[config.mk]
export PLATFORM = sky130hd
export DESIGN_NAME = complementary_waveform_shutdown_ctrl
export DESIGN_NICKNAME = d
export VERILOG_FILES = /design/src/logic/complementary_generator_pkg.sv /design/src/logic/complementary_waveform_shutdown_ctrl.sv /design/src/logic/deadband_counter.sv
export SDC_FILE = /design/constraint.sdc
export NUM_CORES = 1
export LEC_CHECK = 0
export BUFFER_PORTS_ARGS = -buffer_cell sky130_fd_sc_hd__clkbuf_2
export CORE_ASPECT_RATIO = 1.25
export CORE_MARGIN = 2
export CORE_UTILIZATION = 59
export DETAILED_ROUTE_END_ITERATION = 10
export PLACE_DENSITY = 0.85
export SLEW_MARGIN = 30
export SYNTH_ARGS = -nofsm -noshare
export SYNTH_HDL_FRONTEND = slang
export SYNTH_SLANG_ARGS = --single-unit
export TNS_END_PERCENT = 5
[constraint.sdc]
create_clock -name clk_i -period 7.5 [get_ports clk_i]
set_clock_uncertainty 0.1 [all_clocks]
set_input_delay 1.5 -clock clk_i [delete_from_list [all_inputs] [get_ports clk_i]]
set_output_delay 1.5 -clock clk_i [all_outputs]
set_load 0.02 [all_outputs]
[src/logic/complementary_generator_pkg.sv]
// Constants shared by the complementary generator and its dead-band counter
// ======================================================================
// Summary of operation
// - Writing one to the event bit forces shutdown with override levels.
// - Without auto-restart, shutdown persists while the event bit stays set.
// - With auto-restart, event bit clears itself once all sources are low.
// - An enabled shutdown input forces override levels at once.
// - Shutdown inputs are levels; active source keeps shutdown until disabled.
// - Software clear of the event bit works only with all sources low.
// - After the event bit clears, overrides hold until next rising input edge.
// - Override code 11 drives high, 10 drives low, polarity ignored.
// - Code 01 tri-states the pin; 00 drives the inactive level.
// - Input select: 11 pulse two, 10 pulse one, 01 cmp one, 00 cmp two.
// - Module enable bit turns the generator on or off.
// - Per-output enable routes the waveform to the pin, else leaves it.
// - Per-output invert bit inverts that output's active waveform.
// - Clock select picks fast oscillator rate or system clock for counting.
// - Comparator shutdown enables cause shutdown while that comparator is high.
// - Fault shutdown enable causes shutdown while the fault pin is low.
// - Generator keeps running regardless of processor sleep.
// - Unimplemented control register bits read as zero.
// - Rising edge: B off at once, A on after rising dead band.
// - Falling edge: A off at once, B on after falling dead band.
// - Each edge has its own 6-bit counter; zero means no dead band.
// - Disabled module leaves the pins alone; enabling starts drives cleared.
package complementary_generator_pkg;

	// ==================================================================
	// Register offsets
	localparam logic [7:0] OFF_CON0 = 8'h00;
	localparam logic [7:0] OFF_CON1 = 8'h04;
	localparam logic [7:0] OFF_CON2 = 8'h08;
	localparam logic [7:0] OFF_DBR  = 8'h0c;
	localparam logic [7:0] OFF_DBF  = 8'h10;

	// ==================================================================
	// Field positions
	localparam int EN_BIT    = 7;
	localparam int OEB_BIT   = 6;
	localparam int OEA_BIT   = 5;
	localparam int POLB_BIT  = 4;
	localparam int POLA_BIT  = 3;
	localparam int CS_BIT    = 0;
	localparam int LVLB_LSB  = 6;
	localparam int LVLA_LSB  = 4;
	localparam int IS_LSB    = 0;
	localparam int ASE_BIT   = 7;
	localparam int ARS_BIT   = 6;
	localparam int C2_BIT    = 3;
	localparam int C1_BIT    = 2;
	localparam int FLT_BIT   = 1;

	// ==================================================================
	// Implemented bit masks and reset values
	localparam logic [7:0] CON0_MASK  = 8'hf9;
	localparam logic [7:0] CON1_MASK  = 8'hf3;
	localparam logic [7:0] CON2_MASK  = 8'h4e;
	localparam logic [7:0] CON0_RESET = 8'h00;
	localparam logic [7:0] CON1_RESET = 8'h00;
	localparam logic [7:0] CON2_RESET = 8'h00;
	localparam logic [5:0] DB_RESET   = 6'h00;
	localparam logic [4:0] SYNC_RESET = 5'h10;

	// ==================================================================
	// Override and input select codes
	localparam logic [1:0] LVL_HIGH     = 2'b11;
	localparam logic [1:0] LVL_LOW      = 2'b10;
	localparam logic [1:0] LVL_TRI      = 2'b01;
	localparam logic [1:0] LVL_INACTIVE = 2'b00;
	localparam logic [1:0] IS_PULSE_TWO = 2'b11;
	localparam logic [1:0] IS_PULSE_ONE = 2'b10;
	localparam logic [1:0] IS_CMP_ONE   = 2'b01;
	localparam logic [1:0] IS_CMP_TWO   = 2'b00;

	// ==================================================================
	// Clock rates for the fast oscillator rate enable
	localparam logic [15:0] SYS_CLK_KHZ = 16'd40000;
	localparam logic [15:0] OSC_KHZ     = 16'd16000;

endpackage

[src/logic/complementary_waveform_shutdown_ctrl.sv]
// Complementary waveform generator with auto-shutdown and APB registers
//
// Chosen here: the address map and the APB register port.
`timescale 1ns/1ps
module complementary_waveform_shutdown_ctrl
	import complementary_generator_pkg::*;
#(
	parameter int DB_W = 6
)
(
	input  wire logic        clk_i,
	input  wire logic        reset_n_i,
	input  wire logic        psel_i,
	input  wire logic        penable_i,
	input  wire logic        pwrite_i,
	input  wire logic [7:0]  paddr_i,
	input  wire logic [31:0] pwdata_i,
	output logic [31:0]      prdata_o,
	output logic             pready_o,
	output logic             pslverr_o,
	input  wire logic        pulse_source_one_i,
	input  wire logic        pulse_source_two_i,
	input  wire logic        comparator_one_raw_i,
	input  wire logic        comparator_two_raw_i,
	input  wire logic        fault_pin_n_i,
	output logic             out_a_o,
	output logic             out_a_oe_o,
	output logic             out_b_o,
	output logic             out_b_oe_o
);

	if (DB_W < 1 || DB_W > 6)
	begin : width_check
		$error("complementary_waveform_shutdown_ctrl: DB_W must be 1 to 6");
	end

	// ==================================================================
	// Override level for one output in shutdown
	function automatic logic override_level(input logic [1:0] code,
		input logic invert);
		logic lvl;
		lvl = 1'b0;
		unique case (code)
			LVL_HIGH:     lvl = 1'b1;
			LVL_LOW:      lvl = 1'b0;
			LVL_TRI:      lvl = 1'b0;
			LVL_INACTIVE: lvl = invert;
		endcase
		return lvl;
	endfunction

	// ==================================================================
	// APB slave
	logic [31:0] prdata_q;
	logic        pready_q;
	logic        pslverr_q;
	logic [7:0]  con0_q;
	logic [7:0]  con1_q;
	logic [7:0]  con2_q;
	logic        ase_q;
	logic [5:0]  dbr_q;
	logic [5:0]  dbf_q;

	wire access   = psel_i & penable_i;
	wire answer   = access & ~pready_q;
	wire done     = access & pready_q;
	wire wr       = done & pwrite_i;
	wire hit_con0 = (paddr_i == OFF_CON0);
	wire hit_con1 = (paddr_i == OFF_CON1);
	wire hit_con2 = (paddr_i == OFF_CON2);
	wire hit_dbr  = (paddr_i == OFF_DBR);
	wire hit_dbf  = (paddr_i == OFF_DBF);
	wire mapped   = hit_con0 | hit_con1 | hit_con2 | hit_dbr | hit_dbf;
	wire wr_con0  = wr & hit_con0;
	wire wr_con1  = wr & hit_con1;
	wire wr_con2  = wr & hit_con2;
	wire wr_dbr   = wr & hit_dbr;
	wire wr_dbf   = wr & hit_dbf;

	wire [7:0] rd_con2 = con2_q | {ase_q, 7'h00};
	wire [7:0] rd_byte =
		hit_con0 ? (con0_q & CON0_MASK) :
		hit_con1 ? (con1_q & CON1_MASK) :
		hit_con2 ? (rd_con2 & (CON2_MASK | 8'h80)) :
		hit_dbr  ? {2'b00, dbr_q} :
		hit_dbf  ? {2'b00, dbf_q} : 8'h00;
	wire [31:0] rd_data = {24'h000000, rd_byte};

	always_ff @(posedge clk_i or negedge reset_n_i)
	begin
		if (!reset_n_i)
		begin
			pready_q  <= 1'b0;
			pslverr_q <= 1'b0;
			prdata_q  <= 32'h00000000;
		end
		else
		begin
			pready_q  <= answer;
			pslverr_q <= answer & ~mapped;
			if (answer && !pwrite_i)
			begin
				prdata_q <= rd_data;
			end
		end
	end

	// ==================================================================
	// Control registers
	wire       en    = con0_q[EN_BIT];
	wire       oeb   = con0_q[OEB_BIT];
	wire       oea   = con0_q[OEA_BIT];
	wire       polb  = con0_q[POLB_BIT];
	wire       pola  = con0_q[POLA_BIT];
	wire       csel  = con0_q[CS_BIT];
	wire [1:0] lvlb  = con1_q[LVLB_LSB +: 2];
	wire [1:0] lvla  = con1_q[LVLA_LSB +: 2];
	wire [1:0] isel  = con1_q[IS_LSB +: 2];
	wire       arsen = con2_q[ARS_BIT];
	wire       c2en  = con2_q[C2_BIT];
	wire       c1en  = con2_q[C1_BIT];
	wire       flten = con2_q[FLT_BIT];

	always_ff @(posedge clk_i or negedge reset_n_i)
	begin
		if (!reset_n_i)
		begin
			con0_q <= CON0_RESET;
			con1_q <= CON1_RESET;
			con2_q <= CON2_RESET;
			dbr_q  <= DB_RESET;
			dbf_q  <= DB_RESET;
		end
		else
		begin
			if (wr_con0)
				con0_q <= pwdata_i[7:0] & CON0_MASK;
			if (wr_con1)
				con1_q <= pwdata_i[7:0] & CON1_MASK;
			if (wr_con2)
				con2_q <= pwdata_i[7:0] & CON2_MASK;
			if (wr_dbr)
				dbr_q <= pwdata_i[5:0];
			if (wr_dbf)
				dbf_q <= pwdata_i[5:0];
		end
	end

	// ==================================================================
	// Input synchronisers
	logic [4:0] meta_q;
	logic [4:0] sync_q;
	wire  [4:0] pins = {fault_pin_n_i, comparator_two_raw_i,
		comparator_one_raw_i, pulse_source_two_i, pulse_source_one_i};

	always_ff @(posedge clk_i or negedge reset_n_i)
	begin
		if (!reset_n_i)
		begin
			meta_q <= SYNC_RESET;
			sync_q <= SYNC_RESET;
		end
		else
		begin
			meta_q <= pins;
			sync_q <= meta_q;
		end
	end

	wire pulse_one_s = sync_q[0];
	wire pulse_two_s = sync_q[1];
	wire cmp_one_s   = sync_q[2];
	wire cmp_two_s   = sync_q[3];
	wire fault_n_s   = sync_q[4];

	// ==================================================================
	// Generator tick: every cycle, or at the fast oscillator rate
	logic [15:0] acc_q;
	wire  [15:0] acc_sum  = acc_q + OSC_KHZ;
	wire         osc_tick = (acc_sum >= SYS_CLK_KHZ);
	wire  [15:0] acc_d    = osc_tick ? (acc_sum - SYS_CLK_KHZ) : acc_sum;
	// Free running; no processor state gates it
	wire         gen_tick = csel ? osc_tick : 1'b1;

	always_ff @(posedge clk_i or negedge reset_n_i)
	begin
		if (!reset_n_i)
			acc_q <= 16'h0000;
		else
			acc_q <= acc_d;
	end

	// ==================================================================
	// Input source selection and edge detection
	logic src_prev_q;
	wire  src_sel =
		(isel == IS_PULSE_TWO) ? pulse_two_s :
		(isel == IS_PULSE_ONE) ? pulse_one_s :
		(isel == IS_CMP_ONE)   ? cmp_one_s   : cmp_two_s;
	wire  src_now  = gen_tick ? src_sel : src_prev_q;
	wire  src_rise = gen_tick & src_sel & ~src_prev_q;
	wire  src_fall = gen_tick & ~src_sel & src_prev_q;

	always_ff @(posedge clk_i or negedge reset_n_i)
	begin
		if (!reset_n_i)
			src_prev_q <= 1'b0;
		else if (gen_tick)
			src_prev_q <= src_sel;
	end

	// ==================================================================
	// Dead-band counters
	logic rise_busy;
	logic fall_busy;

	deadband_counter #(.CNT_W(DB_W)) rise_counter (
		.clk_i     (clk_i),
		.reset_n_i (reset_n_i),
		.clear_i   (~en),
		.tick_i    (gen_tick),
		.start_i   (src_rise & en),
		.value_i   (dbr_q[DB_W-1:0]),
		.busy_o    (rise_busy)
	);

	deadband_counter #(.CNT_W(DB_W)) fall_counter (
		.clk_i     (clk_i),
		.reset_n_i (reset_n_i),
		.clear_i   (~en),
		.tick_i    (gen_tick),
		.start_i   (src_fall & en),
		.value_i   (dbf_q[DB_W-1:0]),
		.busy_o    (fall_busy)
	);

	// ==================================================================
	// Shutdown sources and event bit
	wire raw_active = (c1en & comparator_one_raw_i) |
		(c2en & comparator_two_raw_i) |
		(flten & ~fault_pin_n_i);
	wire hw_s = (c1en & cmp_one_s) | (c2en & cmp_two_s) | (flten & ~fault_n_s);
	wire ase_set   = hw_s | (wr_con2 & pwdata_i[ASE_BIT]);
	wire ase_swclr = wr_con2 & ~pwdata_i[ASE_BIT] & ~hw_s;
	wire ase_auto  = arsen & ~hw_s;
	wire ase_d     = ase_set ? 1'b1 :
		((ase_swclr | ase_auto) ? 1'b0 : ase_q);

	logic shut_q;
	wire  shut_d  = ase_q ? 1'b1 : (src_rise ? 1'b0 : shut_q);
	wire  shut_any = shut_q | ase_q | raw_active;

	always_ff @(posedge clk_i or negedge reset_n_i)
	begin
		if (!reset_n_i)
		begin
			ase_q  <= 1'b0;
			shut_q <= 1'b1;
		end
		else
		begin
			ase_q  <= ase_d;
			shut_q <= shut_d;
		end
	end

	// ==================================================================
	// Complementary drives with dead band
	logic norm_a_q;
	logic norm_b_q;
	wire  a_drive = en & src_now & ~rise_busy;
	wire  b_drive = en & ~src_now & ~fall_busy;

	always_ff @(posedge clk_i or negedge reset_n_i)
	begin
		if (!reset_n_i)
		begin
			norm_a_q <= 1'b0;
			norm_b_q <= 1'b0;
		end
		else
		begin
			norm_a_q <= a_drive ^ pola;
			norm_b_q <= b_drive ^ polb;
		end
	end

	// ==================================================================
	// Pin drive; shutdown overrides act without a clock
	assign out_a_o = en & (shut_any ? override_level(lvla, pola) :
		norm_a_q);
	assign out_b_o = en & (shut_any ? override_level(lvlb, polb) :
		norm_b_q);
	assign out_a_oe_o = en & oea & ~(shut_any & (lvla == LVL_TRI));
	assign out_b_oe_o = en & oeb & ~(shut_any & (lvlb == LVL_TRI));

	assign prdata_o  = prdata_q;
	assign pready_o  = pready_q;
	assign pslverr_o = pslverr_q;
endmodule

[src/logic/deadband_counter.sv]
// Dead-band counter that times one edge's delay in generator ticks
`timescale 1ns/1ps
module deadband_counter
	import complementary_generator_pkg::*;
#(
	parameter int CNT_W = 6
)
(
	input  wire logic             clk_i,
	input  wire logic             reset_n_i,
	input  wire logic             clear_i,
	input  wire logic             tick_i,
	input  wire logic             start_i,
	input  wire logic [CNT_W-1:0] value_i,
	output logic                  busy_o
);

	if (CNT_W < 1 || CNT_W > 8)
	begin : width_check
		$error("deadband_counter: CNT_W must be 1 to 8");
	end

	logic [CNT_W-1:0] cnt_q;
	logic [CNT_W-1:0] cnt_d;
	logic             busy_q;
	logic             busy_d;
	wire  [CNT_W-1:0] cnt_inc = CNT_W'(cnt_q + 1'b1);
	wire              nonzero = (value_i != '0);

	// ==================================================================
	// Count ticks from zero up to the programmed value
	assign cnt_d  = start_i ? '0 : ((tick_i && busy_q) ? cnt_inc : cnt_q);
	assign busy_d = clear_i ? 1'b0 :
		(start_i ? nonzero :
		((tick_i && busy_q) ? (cnt_inc != value_i) : busy_q));

	assign busy_o = busy_q | (start_i & nonzero & ~clear_i);

	always_ff @(posedge clk_i or negedge reset_n_i)
	begin
		if (!reset_n_i)
		begin
			cnt_q  <= '0;
			busy_q <= 1'b0;
		end
		else
		begin
			cnt_q  <= cnt_d;
			busy_q <= busy_d;
		end
	end

endmodule

After elaboration in Yosys (flattened, before gate mapping)
Index checks and enable logic that the tools add are counted.
{"block": "totals", "ff_bits": 83, "latch_bits": 0, "mem_bits_rw": 0, "mem_bits_ro": 0, "in_bits": 50, "output_inout_bits": 38, "elab_cells": 158, "mem_count": 0}
{"block": "op_classes", "n_addsub": 4, "mul": 0, "div": 0, "order_cmp": 1, "n_eq_ne": 17, "shifts": 0, "mux": 29, "bitwise": 72, "n_reduce_logical": 15}
{"cell": "AND 1 bit", "count": 42}
{"cell": "two-way mux 6 bit", "count": 6}
{"cell": "two-way mux 8 bit", "count": 3}
{"cell": "two-way mux 1 bit", "count": 17}
{"cell": "adder 16 x 14 -> 16 bit, second input constant", "count": 1}
{"cell": "equality test 8 x 4 -> 1 bit, second input constant", "count": 2}
{"cell": ">= comparator 16 bit, second input constant", "count": 1}
{"cell": "two-way mux 16 bit", "count": 1}
{"cell": "subtractor 16 bit, second input constant", "count": 1}
{"cell": "bitwise OR 1 bit", "count": 14}
{"cell": "inverter 1 bit", "count": 13}
{"cell": "adder 6 x 1 -> 6 bit, second input constant", "count": 2}
{"cell": "equality test 2 bit, second input constant", "count": 6}
{"cell": "!= test 6 bit", "count": 2}
{"cell": "nonzero test 6 bit", "count": 2}
{"cell": "equality test 8 x 3 -> 1 bit, second input constant", "count": 1}
{"cell": "equality test 8 x 5 -> 1 bit, second input constant", "count": 1}
{"cell": "logical NOT 8 bit", "count": 1}
{"cell": "bitwise OR 7 x 8 -> 8 bit", "count": 1}
{"cell": "nonzero test 2 bit", "count": 4}
{"cell": "equality test 2 x 1 -> 1 bit, second input constant", "count": 3}
{"cell": "!= test 3 x 1 -> 1 bit, second input constant", "count": 2}
{"cell": "case mux 1 bit (3 select lines)", "count": 2}
{"cell": "logical NOT 2 bit", "count": 2}
{"cell": "4 further kinds", "count": 8}

Depth between registers and ports, before layout
{"block": "depth", "depth_word": 14, "mapped_depth": 10, "ltp_nobuf": 8}

Cells and area by module
From an unflattened synthesis, not the netlist that was laid out.
{"block": "unflattened", "cells_unflattened": 412, "area_unflattened_um2": 4316.6}
{"mod": "complementary_waveform_shutdown_ctrl", "instances": 1, "cells_each": 306, "area_each_um2": 3333.2, "seq_area_each_um2": 1580.3}
{"mod": "deadband_counter", "instances": 2, "cells_each": 53, "area_each_um2": 491.7, "seq_area_each_um2": 175.2}

Worst setup path after synthesis
OpenSTA, ideal clock, no wires.
{"block": "synth_path", "kind": "input-to-output", "startpoint": "input comparator_two_raw_i", "endpoint": "output out_a_o", "arrival_time_ns": 2.321, "required_time_ns": 5.900, "slack_ns": 3.579, "cell_stages": 4, "n_path_buf": 0, "path_cell_list": "a211oi_1 -> nand3_1 -> mux2i_1 -> nor2_1"}
{"block": "synth_via", "elab_chain_cells": 6}
{"element": "start: declaration", "line": "complementary_waveform_shutdown_ctrl.sv:24", "text": "input wire logic comparator_two_raw_i,"}
{"element": "AND 1 bit", "line": "complementary_waveform_shutdown_ctrl.sv:240", "text": "(c2en & comparator_two_raw_i) |"}
{"element": "bitwise OR 1 bit", "line": "complementary_waveform_shutdown_ctrl.sv:239", "text": "wire raw_active = (c1en & comparator_one_raw_i) |"}
{"element": "bitwise OR 1 bit", "line": "complementary_waveform_shutdown_ctrl.sv:240"}
{"element": "bitwise OR 1 bit", "line": "complementary_waveform_shutdown_ctrl.sv:251", "text": "wire shut_any = shut_q | ase_q | raw_active;"}
{"element": "two-way mux 1 bit", "line": "complementary_waveform_shutdown_ctrl.sv:290", "text": "assign out_a_o = en & (shut_any ? override_level(lvla, pola) :"}
{"element": "AND 1 bit", "line": "complementary_waveform_shutdown_ctrl.sv:290"}
{"element": "end: declaration", "line": "complementary_waveform_shutdown_ctrl.sv:26", "text": "output logic out_a_o,"}
No other way between the ends.

Worst setup path in the final report
Same ends and word-level chain as after synthesis.

==> results.cfg <==
[logic_synthesis]
ys_seq_elements = 77
syn_inst = 394
synth_most_common_cell = dfrtp_1
async_flop_share_pct = 100
yosys-top-cells-count = dfrtp_1 (74), nand2_1 (37), o21ai_0 (27), buf_4 (25), mux2_2 (25)
synth_top_cell_area_share_pct = 44.1
synth_edf_count = 0
yosysUniqueCellTypes = 60
synthTopCellsByArea = dfrtp_1 (44%), mux2_2 (6.7%), buf_4 (4.5%)
synthFlopType = dfrtp_1
netlist_area_sq_um = 4200
yosysWarnings = 0
syn_area_per_cell_sq_um = 10.6
seq_area_frac_synth_pct = 46.0
synth.largest_area_cell = dfrtp_1

[floorplan]
io_pins = 88
initial_utilization_pct = 60.5
core_area_sq_um = 6930
die_w_microns = 79.4
die_area_sq_um = 7810
die_h_microns = 98.3
fp-row-count = 34

[clock_tree]
cts-root-buf = clkbuf_8
clk_path_buf_depth = 2
path_clk_slew_ps = 80
clock_sinks = 77
postCtsHoldBufs = 0
numCtsBuffers = 9
insertion_delay_ps = 360
cts_tree = yes
htree_num_levels = 3
post-cts-setup-buffers = 0
cts_resized = 0

[cells_and_area]
fill_cells = 515
drive_above_1_share_pct = 23.4
utilization_pct = 66.1
nNetsFinal = 495
post-route-cell-area_sq_um = 4580
area_growth_pct = 9.25
diodes = 0

[global_route]
antenna_found_initial = 0
grt_util_all_layers_pct = 23.9
grt_use_met1_pct = 28.9
grtUsageMet3_pct = 6.10
grt_max_degree = 78
grt_pass1_wl_microns = 14500
grt_pass1_vias = 3102
grtUsageMet2_pct = 41.3
grt.overflow.total = 0
busiest_layer = met2

[placement]
place_area_sq_um = 4350
place_hpwl_microns = 6140
portBuffers = 39
finalWeightedCongestion = 0.862

[timing]
setup_viol = 0
slew_violations = 0
fin_tns_setup_ps = 0
max_freq_ghz = 0.236
worst_pin_slew_ps = 899
hold_violations = 0
min_period_ps = 4230
rsz0062_at_grt = no
whs_ps = 254
fin_crit_sh_pct = 56.4
relSlewSlack_pct = 40.1

[routing]
drcViolationCount = 0
viasPerCell = 5.77
wl_microns = 8650
first_pass_iters = 5
wire_per_inst_microns = 16.3
ant_nets = 0
vias = 3060
drt_iter0_drc = 254

[job]
cap_violations = 0

[worst_setup_path]
crit_path_max_incr_delay_ps = 290
slowest_stage = nand3_1
cp_num_cells = 6
critPathTopFamily = simple AND/OR/NAND/NOR gates
critPathKind = input port to output pin
worst_path_most_repeated_cell = clkbuf_2
reg2reg_from = acc_q[7]
cp_max_fo = 4
critical_path_required_ps = 5900
critPathBufInv = 2
critPathCaptureType = output pin
regToRegSetupSlack_ps = 4350
path_cells = clkbuf_2 -> a211oi_1 -> nand3_1 -> mux2i_1 -> nor2_1 -> clkbuf_2
cp.arrival_ps = 2630
reg2reg_depth = 8
reg2reg_to = norm_a_q
cp-start-kind = input port

[worst_hold_path]
min_to = sync_q[0]
min_path_cells = 0
min_path_type = flop to flop
min_from = meta_q[0]

[power]
ir_drop_v = 0.000132
power_density_nw_per_um2 = 187
cellLeakagePower_uw = 0.00212
report.power.total_uw = 856

[run_status]
outcome = completed
## layout make-up
class	instances	area, sq um	share of cell area [%]
Tap cell	90	113	2.46
Clock inverter	6	95.1	2.07
Timing Repair Buffer	40	209	4.56
Inverter	17	63.8	1.39
Sequential cell	77	1930	42.1
Multi-Input combinational cell	290	2030	44.4
Clock buffer	10	138	3.00
## where the power goes
part	internal [uW]	leakage (uW)	switching, uW	total (uW)
Sequential	426	0.000993	6.46	433
Clock	199	0.000117	161	361
Combinational	17.3	0.00101	45.0	62.4
Total	643	0.00212	213	856
## layout by cell type (no fill, tap or decap), types with 3 or more instances in the layout
cell and count:
ha_1 10, mux2_1 3, conb_1 24, a222oi_1 4
inv_1 17, a31oi_1 5, mux2_2 25, nand3_1 12
and3_1 5, a21oi_1 12, xnor2_1 18, o2111ai_1 4
clkbuf_2 38, nor3_1 4, mux2i_1 6, clkinv_4 3
nor2_1 22, dfstp_2 3, clkbuf_8 10, nor4_1 5
xor2_1 17, dfrtp_1 74, o21ai_0 27, nand2_1 37
nand2b_1 5
## layer usage
layer	routed length [microns]	part of all wire [%]
met4	159	1.8
met3	500	5.8
met2	4650	54
met1	3330	39
met5	0	0
## cell families after synthesis
| group | Yosys count | synth area share [%] |
|---|---|---|
| simple gates | 108 | 13.3 |
| other cells | 1 | 0.0894 |
| buf+inv | 50 | 7.55 |
| flops | 77 | 46.0 |
| fa+ha+maj | 10 | 2.98 |
| xor+xnor | 36 | 7.69 |
| mux | 35 | 9.48 |
| compound gates | 77 | 12.9 |
## registers in the layout (all words and copies together) (netlist names)
| name | count |
|---|---|
| src_prev_q | 1 |
| norm_b_q | 1 |
| fall_counter.cnt_q | 6 |
| pslverr_o | 1 |
| ase_q | 1 |
| con0_q | 6 |
| rise_counter.busy_q | 1 |
| shut_q | 1 |
| dbf_q | 6 |
| pready_o | 1 |
| norm_a_q | 1 |
| fall_counter.busy_q | 1 |
| prdata_o | 8 |
| rise_counter.cnt_q | 6 |
| acc_q | 10 |
| meta_q | 5 |
| con2_q | 4 |
| con1_q | 6 |
| dbr_q | 6 |
| sync_q | 5 |
## stage by stage
stage,instances,worst slack (ps)
floorplan,417,3580
CTS,530,3260
global placement,514,3320
global route,530,3160
detailed placement,514,3290
finish,530,3270
## worst max path at each step
stage / end / from / slack, ps
4_1_cts: out_a_o / comparator_two_raw_i / 3260
6_report: out_a_o / comparator_two_raw_i / 3270
3_3_place_gp: out_b_o / comparator_two_raw_i / 3320
5_1_grt: out_a_o / comparator_two_raw_i / 3160
3_5_place_dp: out_a_o / comparator_two_raw_i / 3290
2_1_floorplan: out_a_o / comparator_two_raw_i / 3580
Power figures use the tool's default switching activity.
